`src/inc/osc_pkg.sv`:
```
// constants, carriers and state types of the oscillator switch control block
package osc_pkg;
  // register byte addresses
  localparam logic [7:0] OSC_ADR_CTRL = 8'h00;
  localparam logic [7:0] OSC_ADR_KEY  = 8'h04;
  localparam logic [7:0] OSC_ADR_STAT = 8'h08;
  localparam logic [7:0] OSC_ADR_CLR  = 8'h0C;
  localparam logic [7:0] OSC_ADR_EN   = 8'h10;
  // oscillator_control field positions
  localparam int OSC_BIT_SWREQ = 0;
  localparam int OSC_BIT_FAIL  = 3;
  localparam int OSC_NSRC_LSB  = 8;
  localparam int OSC_CSRC_LSB  = 12;
  localparam int OSC_SRC_W     = 3;
  // unlock key bytes, values arbitrary
  localparam logic [7:0] OSC_KEY1 = 8'hA5;
  localparam logic [7:0] OSC_KEY2 = 8'h5A;
  // interrupt status layout
  localparam int OSC_IRQ_FAIL = 0;
  localparam int OSC_IRQ_DONE = 1;
  localparam int OSC_IRQ_W    = 2;
  // reset values
  localparam logic [2:0] OSC_RST_SRC = 3'h0;
  localparam logic [1:0] OSC_RST_EN  = 2'h0;
  localparam logic [1:0] OSC_RST_STAT = 2'h0;

  // classic wishbone request from the master
  typedef struct packed {
    logic        cyc;
    logic        stb;
    logic        we;
    logic [7:0]  adr;
    logic [3:0]  sel;
    logic [31:0] dat;
  } osc_wb_req_t;

  // switch engine progress
  typedef enum logic [1:0] {
    OSC_SW_IDLE,
    OSC_SW_WAIT,
    OSC_SW_DRAIN
  } osc_sw_state_t;

  // unlock sequence progress
  typedef enum logic [1:0] {
    OSC_LK_LOCKED,
    OSC_LK_HALF,
    OSC_LK_OPEN
  } osc_lk_state_t;
endpackage : osc_pkg

```
`src/verilog/osc_switch_ctrl.sv`:
```
// oscillator switch control: fail flag, forced trap, switch handshake, unlock
`timescale 1ns/10ps
module osc_switch_ctrl
  import osc_pkg::*;
(
  input  wire logic        clk,
  input  wire logic        nrst,
  input  wire osc_wb_req_t wb_req,
  output logic [31:0]      wb_dat_o,
  output logic             wb_ack,
  input  wire logic        fail_detect,
  input  wire logic        source_ready,
  output logic             switch_req,
  output logic [2:0]       active_source,
  output logic             fail_trap,
  output logic             irq
);

  // synchronisers for the two asynchronous oscillator inputs
  logic fail_s1;
  logic fail_s2;
  logic fail_s3;
  logic rdy_s1;
  logic rdy_s2;

  always_ff @(posedge clk or negedge nrst) begin
    if (!nrst) begin
      fail_s1 <= 1'b0;
      fail_s2 <= 1'b0;
      fail_s3 <= 1'b0;
      rdy_s1  <= 1'b0;
      rdy_s2  <= 1'b0;
    end else begin
      fail_s1 <= fail_detect;
      fail_s2 <= fail_s1;
      fail_s3 <= fail_s2;
      rdy_s1  <= source_ready;
      rdy_s2  <= rdy_s1;
    end
  end

  // state
  logic                 fail_flag;
  logic                 sw_bit;
  logic [2:0]           nsrc;
  logic [2:0]           target;
  osc_sw_state_t        sw_state;
  osc_lk_state_t        lk_state;
  logic [OSC_IRQ_W-1:0] irq_stat;
  logic [OSC_IRQ_W-1:0] irq_en;

  // bus decode
  wire bus_req  = wb_req.cyc & wb_req.stb & ~wb_ack;
  wire bus_wr   = bus_req & wb_req.we;
  wire bus_rd   = bus_req & ~wb_req.we;
  wire hit_ctrl = wb_req.adr == OSC_ADR_CTRL;
  wire hit_key  = wb_req.adr == OSC_ADR_KEY;
  wire hit_stat = wb_req.adr == OSC_ADR_STAT;
  wire hit_clr  = wb_req.adr == OSC_ADR_CLR;
  wire hit_en   = wb_req.adr == OSC_ADR_EN;
  wire wr_ctrl  = bus_wr & hit_ctrl;
  wire wr_key   = bus_wr & hit_key & wb_req.sel[0];
  wire wr_clr   = bus_wr & hit_clr & wb_req.sel[0];
  wire wr_en    = bus_wr & hit_en & wb_req.sel[0];
  wire [7:0] key_byte = wb_req.dat[7:0];

  // a control write lands only straight after a full unlock
  wire unlocked = lk_state == OSC_LK_OPEN;
  wire ctrl_lo  = wr_ctrl & unlocked & wb_req.sel[0];
  wire ctrl_hi  = wr_ctrl & unlocked & wb_req.sel[1];
  wire sw_idle  = sw_state == OSC_SW_IDLE;
  wire [2:0] wr_nsrc = wb_req.dat[OSC_NSRC_LSB +: OSC_SRC_W];

  // unlock sequencer; any other write throws away the unlock
  osc_lk_state_t next_lk;
  always_comb begin
    next_lk = lk_state;
    if (bus_wr) begin
      if (wr_key && key_byte == OSC_KEY1) begin
        next_lk = OSC_LK_HALF;
      end else if (wr_key && key_byte == OSC_KEY2 && lk_state == OSC_LK_HALF) begin
        next_lk = OSC_LK_OPEN;
      end else begin
        next_lk = OSC_LK_LOCKED;
      end
    end
  end

  // failure flag: monitor edge or software one sets, software zero clears
  wire hw_fail  = fail_s2 & ~fail_s3;
  wire sw_fail  = ctrl_lo & wb_req.dat[OSC_BIT_FAIL];
  wire sw_clear = ctrl_lo & ~wb_req.dat[OSC_BIT_FAIL];
  wire fail_set = hw_fail | sw_fail;
  // set beats clear so a failure in the clearing cycle is kept
  wire next_fail = fail_set | (fail_flag & ~sw_clear);

  // switch request start: only from idle, new source taken with it
  wire [2:0] next_nsrc = (ctrl_hi && sw_idle) ? wr_nsrc : nsrc;
  wire sw_start = ctrl_lo & wb_req.dat[OSC_BIT_SWREQ] & sw_idle;
  wire sw_done  = (sw_state == OSC_SW_WAIT) & rdy_s2;

  // switch engine: request out, wait for new source, wait for ready to drop
  osc_sw_state_t next_sw;
  always_comb begin
    next_sw = sw_state;
    case (sw_state)
      OSC_SW_IDLE: begin
        if (sw_start) begin
          next_sw = OSC_SW_WAIT;
        end
      end
      OSC_SW_WAIT: begin
        if (rdy_s2) begin
          next_sw = OSC_SW_DRAIN;
        end
      end
      OSC_SW_DRAIN: begin
        if (!rdy_s2) begin
          next_sw = OSC_SW_IDLE;
        end
      end
      default: begin
        next_sw = OSC_SW_IDLE;
      end
    endcase
  end

  // interrupt status: sticky events, write-one clear, set wins
  wire [OSC_IRQ_W-1:0] irq_evt = {sw_done, fail_set};
  wire [OSC_IRQ_W-1:0] irq_clr = wr_clr ? wb_req.dat[OSC_IRQ_W-1:0] : '0;
  wire [OSC_IRQ_W-1:0] next_stat = irq_evt | (irq_stat & ~irq_clr);
  wire [OSC_IRQ_W-1:0] next_en = wr_en ? wb_req.dat[OSC_IRQ_W-1:0] : irq_en;

  // read word of oscillator_control; unimplemented bits stay zero
  wire [31:0] ctrl_word = {17'h0, active_source, 1'h0, nsrc, 4'h0,
                           fail_flag, 2'h0, sw_bit};
  wire [31:0] rd_word =
      hit_ctrl ? ctrl_word :
      hit_key  ? {31'h0, unlocked} :
      hit_stat ? {{(32-OSC_IRQ_W){1'b0}}, irq_stat} :
      hit_en   ? {{(32-OSC_IRQ_W){1'b0}}, irq_en} :
      32'h0; // unmapped and clear register read zero

  // bus answer: ack one cycle after the strobe, then dropped
  always_ff @(posedge clk or negedge nrst) begin
    if (!nrst) begin
      wb_ack   <= 1'b0;
      wb_dat_o <= 32'h0;
    end else begin
      wb_ack   <= bus_req;
      wb_dat_o <= bus_rd ? rd_word : 32'h0;
    end
  end

  // control fields and unlock
  always_ff @(posedge clk or negedge nrst) begin
    if (!nrst) begin
      lk_state  <= OSC_LK_LOCKED;
      fail_flag <= 1'b0;
      nsrc      <= OSC_RST_SRC;
      fail_trap <= 1'b0;
    end else begin
      lk_state  <= next_lk;
      fail_flag <= next_fail;
      nsrc      <= next_nsrc;
      fail_trap <= fail_set;
    end
  end

  // switch engine registers
  always_ff @(posedge clk or negedge nrst) begin
    if (!nrst) begin
      sw_state      <= OSC_SW_IDLE;
      sw_bit        <= 1'b0;
      switch_req    <= 1'b0;
      target        <= OSC_RST_SRC;
      active_source <= OSC_RST_SRC;
    end else begin
      sw_state <= next_sw;
      if (sw_start) begin
        sw_bit     <= 1'b1;
        switch_req <= 1'b1;
        target     <= next_nsrc;
      end else if (sw_done) begin
        sw_bit        <= 1'b0;
        switch_req    <= 1'b0;
        active_source <= target;
      end
    end
  end

  // interrupt registers; irq lags status by one cycle
  always_ff @(posedge clk or negedge nrst) begin
    if (!nrst) begin
      irq_stat <= OSC_RST_STAT;
      irq_en   <= OSC_RST_EN;
      irq      <= 1'b0;
    end else begin
      irq_stat <= next_stat;
      irq_en   <= next_en;
      irq      <= |(irq_stat & irq_en);
    end
  end
endmodule : osc_switch_ctrl

```
`config.mk`:
```
export PLATFORM = sky130hd
export DESIGN_NAME = osc_switch_ctrl
export DESIGN_NICKNAME = d
export VERILOG_FILES = /design/src/inc/osc_pkg.sv /design/src/verilog/osc_switch_ctrl.sv
export SDC_FILE = /design/constraint.sdc
export NUM_CORES = 1
export LEC_CHECK = 0
export CORE_MARGIN = 3
export CORE_UTILIZATION = 36
export DETAILED_ROUTE_END_ITERATION = 8
export DONT_BUFFER_PORTS = 1
export GPL_ROUTABILITY_DRIVEN = 0
export SETUP_SLACK_MARGIN = 0.1
export SLEW_MARGIN = 30
export SYNTH_ARGS = -nofsm -noshare
export SYNTH_HDL_FRONTEND = slang
export SYNTH_SLANG_ARGS = --single-unit
export TNS_END_PERCENT = 20
```
`constraint.sdc`:
```
create_clock -name clk -period 1.8 [get_ports clk]
set_clock_uncertainty 0.1 [all_clocks]
set_input_delay 0.18 -clock clk [delete_from_list [all_inputs] [get_ports clk]]
set_output_delay 0.18 -clock clk [all_outputs]
set_load 0.005 [all_outputs]
```
==> impl_metrics.ini, run 1 <==
[setup_path]
worstPathMaxFanout = 5
endpoint_kind = register
start_kind = register
r2r_cells = 4
critical_path_required_ns = 1.87
rr_endpoint = target[2]$_DFFE_PN0P_
cp.arrival_ns = 1.73
r2r_slack_ns = 0.15
worstSetupPathType = reg -> reg
r2r-start = wb_ack$_DFF_PN0_

[cts]
cts.sinks = 36
cts_buffer_depth = 2
cts_tree = built
clkLatencyLatePin_ns = 0.28
htreeDepth = 2
cts_buffers = 5
cts-root-buf = clkbuf_8
clk_pin_slew_worst_paths_ns = 0.07

[logic_synthesis]
synthFlopType = dfrtp_1
synthesis.area_mm2 = 0.00173
ys_seq_area_frac = 0.519
ys_top_cells_by_area = dfrtp_1, buf_4, mux2_2, mux2_4, and2_1
synth_cell_types = 38
syn_area_per_cell_um2 = 12.3
synth-async-reset-ratio = 1.00
ys_ff_latch = 36
synth_top_area_cell = dfrtp_1
yosysWarnings = 0
netlist.area_leader.share = 0.519
synth_edf_count = 0
netlist_instances = 141

[final_layout]
layout-drive-gt1-share = 0.205
syn_to_final_growth_pct = 13.1
fin_nets = 211
fin_util = 0.436
diodes = 0

[timing]
rsz0062_at_grt = yes
finalCriticalPeriod_ns = 1.65
max_freq_ghz = 0.605
period_share = 0.919
maxSlewViolCount = 0
finalHoldViolations = 0
fin_setup_tns_ns = 0
finalSetupViolCount = 0

[run]
max-cap-violations = 0

[global_route]
antenna_found_initial = 0
grt_first_pass_wirelength_mm = 5.23
grt_max_degree = 37
grt_usage = 0.125
grt_overflow = 0
grt_pass1_vias = 1081

[pwr]
p_leak_nw = 0.957
total_power_mw = 1.60
worst_ir_drop_vdd_mv = 0.676
power_density_mw_per_mm2 = 814

[outcome]
outcome = complete, no violations

[hold_path]
hold_depth = 3
hold_path_class = in -> reg
hold_end = wb_dat_o[0]$_DFF_PN0_
hold_start = wb_req[36]

[route]
antenna_left = 0
drt-initial-drc-count = 56
avgRoutedWirePerCell_um = 15.5
dr_total_vias = 1063
routed_wl_mm = 3.31
drt-pass1-iter-count = 4
drt-vias-per-instance = 4.99
drcViolationCount = 0

[die]
core-area_mm2 = 0.00450
num_io_pins = 90
die_x_um = 75.4
die_area_mm2 = 0.00569
initial_core_util = 0.385
die_h_um = 75.4
fp-row-count = 24

[placement]
place_hpwl_mm = 2.41
port_buffers = 0
## timing repair
item,4_1_cts,5_1_grt
endpoints found under the setup margin,0,6
hold endpoints to repair,46,0
setup buffers,0,2
resized for setup,0,1
hold buffers,11,0
## kinds of logic (layout without fill, tap and decap cells)
logic type,after synthesis,count (layout),share of synthesized area
other cells,1,23,0.00216
simple gates,52,52,0.213
flops,36,36,0.519
buf+inv,26,24,0.106
compound gates,11,11,0.0505
xor+xnor,1,1,0.00505
mux,14,14,0.104
## routing by layer
layer	vias to the layer above	wire length, um	global-route usage
met5	-	0	0
met4	0	86	0.0641
met3	10	210	0.0501
met2	45	1730	0.211
met1	518	1280	0.136
li1	490	-	-
## cells in the final DEF, fill, tap and decap left out, types with 4 or more instances in the layout
cell / netlist / final
nor2_1: 4 / 4
clkbuf_8: 0 / 5
nand2_1: 8 / 8
conb_1: 1 / 23
and2_1: 9 / 9
mux2_2: 8 / 8
dfrtp_1: 36 / 36
dlygate4sd3_1: 0 / 10
mux2_4: 6 / 6
## synthesized netlist by cell type, types with 2 or more instances
master,instances
mux2_2,8
and2_1,9
nand3b_1,2
nor4b_1,2
mux2_4,6
nand3_1,3
nand4b_1,3
nor3_1,2
dfrtp_1,36
and4b_1,2
nor4_1,2
buf_4,23
inv_1,3
a21o_1,3
nand2_1,8
o21ai_0,2
nor2_1,4
nor2b_1,3
## worst max-delay path, cell delays in order, from the launching register on
cell and delay [ns]:
dfrtp_1 0.42, and4b_1 0.30, and4_4 0.30, nand3b_4 0.12, mux2_4 0.31
## flip-flops by register name, summed over array words and instances (netlist names), 2 cells and up
signal	cells
sw_state	2
lk_state	2
wb_dat_o	9
irq_stat	2
target	3
nsrc	3
active_source	3
irq_en	2
## cell type report
type	instances	area (um2)
Fill cell	421	2540
Sequential cell	36	901
Multi-Input combinational cell	101	738
Timing Repair Buffer	13	135
Clock buffer	5	68.8
Tap cell	52	65.1
Clock inverter	3	42.5
Inverter	3	11.3
## report_power, final
group / leakage (nW) / switching [mW] / internal (mW)
clock network: 0.0541 / 0.281 / 0.410
logic: 0.435 / 0.0467 / 0.0379
registers: 0.469 / 0.00465 / 0.817
## worst max path at each step
stage	from	to	slack, ns	cells past startpoint
final	wb_ack$_DFF_PN0_	target[2]$_DFFE_PN0P_	0.15	4
after global routing	wb_ack$_DFF_PN0_	target[2]$_DFFE_PN0P_	0.1	4
after CTS	wb_ack$_DFF_PN0_	target[2]$_DFFE_PN0P_	0.11	4
after detailed placement	wb_ack$_DFF_PN0_	target[2]$_DFFE_PN0P_	0.13	4
after global placement	wb_ack$_DFF_PN0_	target[0]$_DFFE_PN0P_	0.15	4
after floorplan	sw_state[1]$_DFFE_PN0P_	target[0]$_DFFE_PN0P_	0.24	3
## through the flow
stage | instance area (um2) | worst slack (ns) | hold slack, ns | cells
after global placement | 1710 | 0.145 | -0.214 | 192
after detailed placement | 1710 | 0.135 | -0.214 | 192
final | 1960 | 0.147 | 0.0305 | 213
after global routing | 1960 | 0.0974 | 0.0326 | 213
after floorplan | 1820 | 0.245 | -0.216 | 163
after CTS | 1940 | 0.108 | 0.0262 | 211
Power figures use the tool's default switching activity.
==> inputs of run 2 (changes only) <==
- GPL_TIMING_DRIVEN: unset -> 0
==> impl_metrics.ini, run 2 (synthesis gave the netlist of run 1 again) <==
[global_route]
grt_pass1_vias = 1130
grt_first_pass_wirelength_mm = 5.25
grt_usage = 0.123
antenna_found_initial = 0
grt_overflow = 0
grt_max_degree = 37

[final_layout]
layout_common_cells = dfrtp_1, buf_4, conb_1
top_register = wb_dat_o
final_common_cell = dfrtp_1
diodes = 0
largest_reg_flops = 9
fin_util = 0.470
syn_to_final_growth_pct = 22.0
fin_nets = 234
layout-drive-gt1-share = 0.304

[die]
num_io_pins = 90
die_area_mm2 = 0.00569
fp-row-count = 24
die_x_um = 75.4
initial_core_util = 0.385
core-area_mm2 = 0.00450
die_h_um = 75.4

[cts]
cts_buffers = 5
cts-root-buf = clkbuf_8
cts.sinks = 36
cts_buffer_depth = 2
htreeDepth = 2
clkLatencyLatePin_ns = 0.28
cts_tree = built
clk_pin_slew_worst_paths_ns = 0.07

[pwr]
worst_ir_drop_vdd_mv = 0.381
p_leak_nw = 1.08
power_density_mw_per_mm2 = 717
total_power_mw = 1.52

[timing]
rsz0062_at_grt = no
maxSlewViolCount = 0
finalSetupViolCount = 0
fin_setup_tns_ns = 0
finalCriticalPeriod_ns = 1.64
period_share = 0.910
max_freq_ghz = 0.611
hold_ws_ns = 0.0387
finalHoldViolations = 0

[setup_path]
cp.arrival_ns = 1.70
critical_path_required_ns = 1.86
worstPathMaxFanout = 4
start_kind = register
r2r_cells = 4
endpoint_kind = register
worstSetupPathType = reg -> reg

[route]
avgRoutedWirePerCell_um = 13.9
antenna_left = 0
drt-vias-per-instance = 4.81
dr_total_vias = 1135
drcViolationCount = 0
routed_wl_mm = 3.28
drt-pass1-iter-count = 4
drt-initial-drc-count = 55

[placement]
port_buffers = 0
place_hpwl_mm = 2.51

[hold_path]
hold_path_class = in -> reg
hold_depth = 2

[run]
max-cap-violations = 0

[outcome]
outcome = complete, no violations
[run 2: worst paths after layout]
| check | startpoint | to | slack, ns |
|---|---|---|---|
| max | wb_ack$_DFF_PN0_ | target[2]$_DFFE_PN0P_ | 0.16 |
| min | wb_req[44] | wb_dat_o[13]$_DFF_PN0_ | 0.04 |
| max reg2reg | wb_ack$_DFF_PN0_ | target[2]$_DFFE_PN0P_ | 0.16 |
| min reg2reg | rdy_s1$_DFF_PN0_ | rdy_s2$_DFF_PN0_ | 0.25 |
| max in group asynchronous | nrst | fail_flag$_DFF_PN0_ | 1.17 |
| min in group asynchronous | nrst | wb_dat_o[1]$_DFF_PN0_ | 0.25 |
[run 2: power breakdown]
| part | internal [mW] | total [mW] | switching (mW) |
|---|---|---|---|
| clock network | 0.305 | 0.573 | 0.268 |
| logic | 0.0691 | 0.122 | 0.0524 |
| registers | 0.817 | 0.822 | 0.00459 |
[run 2: routing by layer]
metal  up-vias  global-route usage  wire length, um
met5         -                   0                0
met4         0              0.0485               21
met3         4              0.0554              324
met2        52               0.207             1670
met1       541               0.136             1270
li1        538                   -                -
[run 2: critical path, cell delays in order (launching register included)]
cell	delay (ns)
dfrtp_1	0.41
and4b_1	0.29
and4_4	0.28
nand3b_4	0.12
mux2_4	0.31
[run 2: what timing repair did]
item                                    4_1_cts  5_1_grt
hold buffers                                 11        0
setup buffers                                 0        2
hold endpoints to repair                     46        0
endpoints found under the setup margin        0        6
gates resized for setup                       0        1
[run 2: layout make-up]
cell class	count	area (um2)
inverter	3	11.3
clock buffer	6	82.6
buffer	23	173
sequential	36	901
timing repair buffer	13	135
fill	414	2390
multi-input combinational	101	738
clock inverter	2	10.0
tap	52	65.1
[run 2: per-stage QoR]
stage	worst slack, ns	instances	cell area [um2]
floorplan	0.245	163	1820
global placement	0.145	215	1880
detailed placement	0.139	215	1880
CTS	0.106	234	2090
global route	0.116	236	2120
finish	0.162	236	2120
==> inputs of run 3 (changes only) <==
- CORE_MARGIN: 3 -> 2
==> impl_metrics.ini, run 3 (synthesis gave the netlist of run 1 again) <==
[pwr]
p_leak_nw = 1.10
pwr-share-seq = 0.427
swShare = 0.180
internal_power_mw = 1.58
total_power_mw = 1.92
power_density_mw_per_mm2 = 886
p_sw_mw = 0.347
clkPwrFrac = 0.511
pwr-share-comb = 0.062
worst_ir_drop_vdd_mv = 0.371

[route]
antenna_left = 0
drt-pass1-iter-count = 4
drcViolationCount = 0
drt-initial-drc-count = 43
dr_total_vias = 1138
avgRoutedWirePerCell_um = 13.9
routed_wl_mm = 3.30
drt-vias-per-instance = 4.80

[placement]
port_buffers = 0
dp_cells = 217
place_area_mm2 = 0.00188
place_hpwl_mm = 2.47

[final_layout]
nFillCells = 430
layout-drive-gt1-share = 0.301
diodes = 0
largest_reg_flops = 9
top_register = wb_dat_o
syn_to_final_growth_pct = 25.2
layout_common_cells = dfrtp_1, buf_4, conb_1
stdcell_area_mm2 = 0.00217
fin_nets = 233
instances_no_fill = 237
final_common_cell = dfrtp_1

[global_route]
grt_pass1_vias = 1129
grt_max_degree = 37
grt_usage = 0.133
antenna_found_initial = 0
grt_overflow = 0
grt_first_pass_wirelength_mm = 5.27

[cts]
clkLatencyLatePin_ns = 0.29
cts-root-buf = clkbuf_8
cts_buffers = 5
cts.sinks = 36
cts_tree = built
cts_buffer_depth = 2
htreeDepth = 2
clk_pin_slew_worst_paths_ns = 0.07

[hold_path]
hold_path_class = in -> reg

[timing]
finalCriticalPeriod_ns = 1.67
fin_setup_tns_ns = 0
rsz0062_at_grt = yes
period_share = 0.926
finalSetupViolCount = 0
finalHoldViolations = 0
maxSlewViolCount = 0
max_freq_ghz = 0.600
hold_ws_ns = 0.0260

[setup_path]
cp.arrival_ns = 1.74
worstSetupPathType = reg -> reg
critical_path_required_ns = 1.88
endpoint_kind = register
start_kind = register
worstPathMaxFanout = 5

[die]
fp-row-count = 25
die_x_um = 73.4
die_area_mm2 = 0.00539
num_io_pins = 90
die_h_um = 73.4
initial_core_util = 0.370
core-area_mm2 = 0.00469

[run]
max-cap-violations = 0

[outcome]
outcome = complete, no violations
-- run 3: cell types whose count changed in the layout (fill, tap and decap cells not counted), sizes merged --
| cell | delta |
|---|---|
| bufinv | +3 |
| clkinv | -2 |
| buf | -1 |
| clkbuf | -1 |
-- run 3: final timing paths --
| check | start | end | slack, ns | cells after the start |
|---|---|---|---|---|
| setup / recovery | wb_ack$_DFF_PN0_ | nsrc[1]$_DFF_PN0_ | 0.13 | 4 |
| max in group asynchronous | nrst | nsrc[0]$_DFF_PN0_ | 1.19 | 2 |
| hold reg to reg | rdy_s1$_DFF_PN0_ | rdy_s2$_DFF_PN0_ | 0.25 | 0 |
| min in group asynchronous | nrst | wb_dat_o[3]$_DFF_PN0_ | 0.24 | 2 |
| hold / removal | wb_req[44] | wb_dat_o[13]$_DFF_PN0_ | 0.03 | 2 |
| setup reg to reg | wb_ack$_DFF_PN0_ | nsrc[1]$_DFF_PN0_ | 0.13 | 4 |
-- run 3: layout make-up --
| class | count | area (um2) | area share |
|---|---|---|---|
| inverters | 3 | 11.3 | 0.00519 |
| clock buffers | 5 | 68.8 | 0.0317 |
| multi-input cells | 101 | 732 | 0.337 |
| clock inverters | 3 | 90.1 | 0.0415 |
| well taps | 54 | 67.6 | 0.0311 |
| flip-flops and latches | 36 | 901 | 0.415 |
| repair buffers | 12 | 128 | 0.0588 |
| plain buffers | 23 | 173 | 0.0795 |
-- run 3: routing by layer --
layer  vias up  share of wire  global-route usage
li1        531              -                   -
met1       538           0.38               0.147
met2        58           0.50               0.214
met3        11          0.090              0.0521
met4         0          0.035              0.0848
met5         -              0                   0
-- run 3: power by group through the flow --
stage               Combinational, mW  Clock (mW)  Sequential, mW
floorplan                      0.0738           0           0.836
global placement               0.0781           0           0.838
detailed placement             0.0786           0           0.838
CTS                             0.119        1.00           0.822
global route                    0.133        1.04           0.823
finish                          0.119       0.983           0.822
-- run 3: timing repair --
| item | CTS | global route |
|---|---|---|
| hold buffers | 11 | 0 |
| setup endpoints to repair | 0 | 6 |
| endpoints found under the hold margin | 46 | 0 |
| setup buffers | 0 | 1 |
| resized for setup | 0 | 0 |
-- run 3: worst max-delay path, stage by stage (launching register included) --
cell and delay, ns:
dfrtp_1 0.41, and4b_1 0.32, and4_4 0.30, nand2_2 0.11, mux2_4 0.32
-- run 3: stage by stage --
stage,utilization,setup slack (ns)
global route,0.463,0.0740
global placement,0.402,0.136
CTS,0.461,0.106
finish,0.463,0.133
detailed placement,0.402,0.121
floorplan,-,0.245
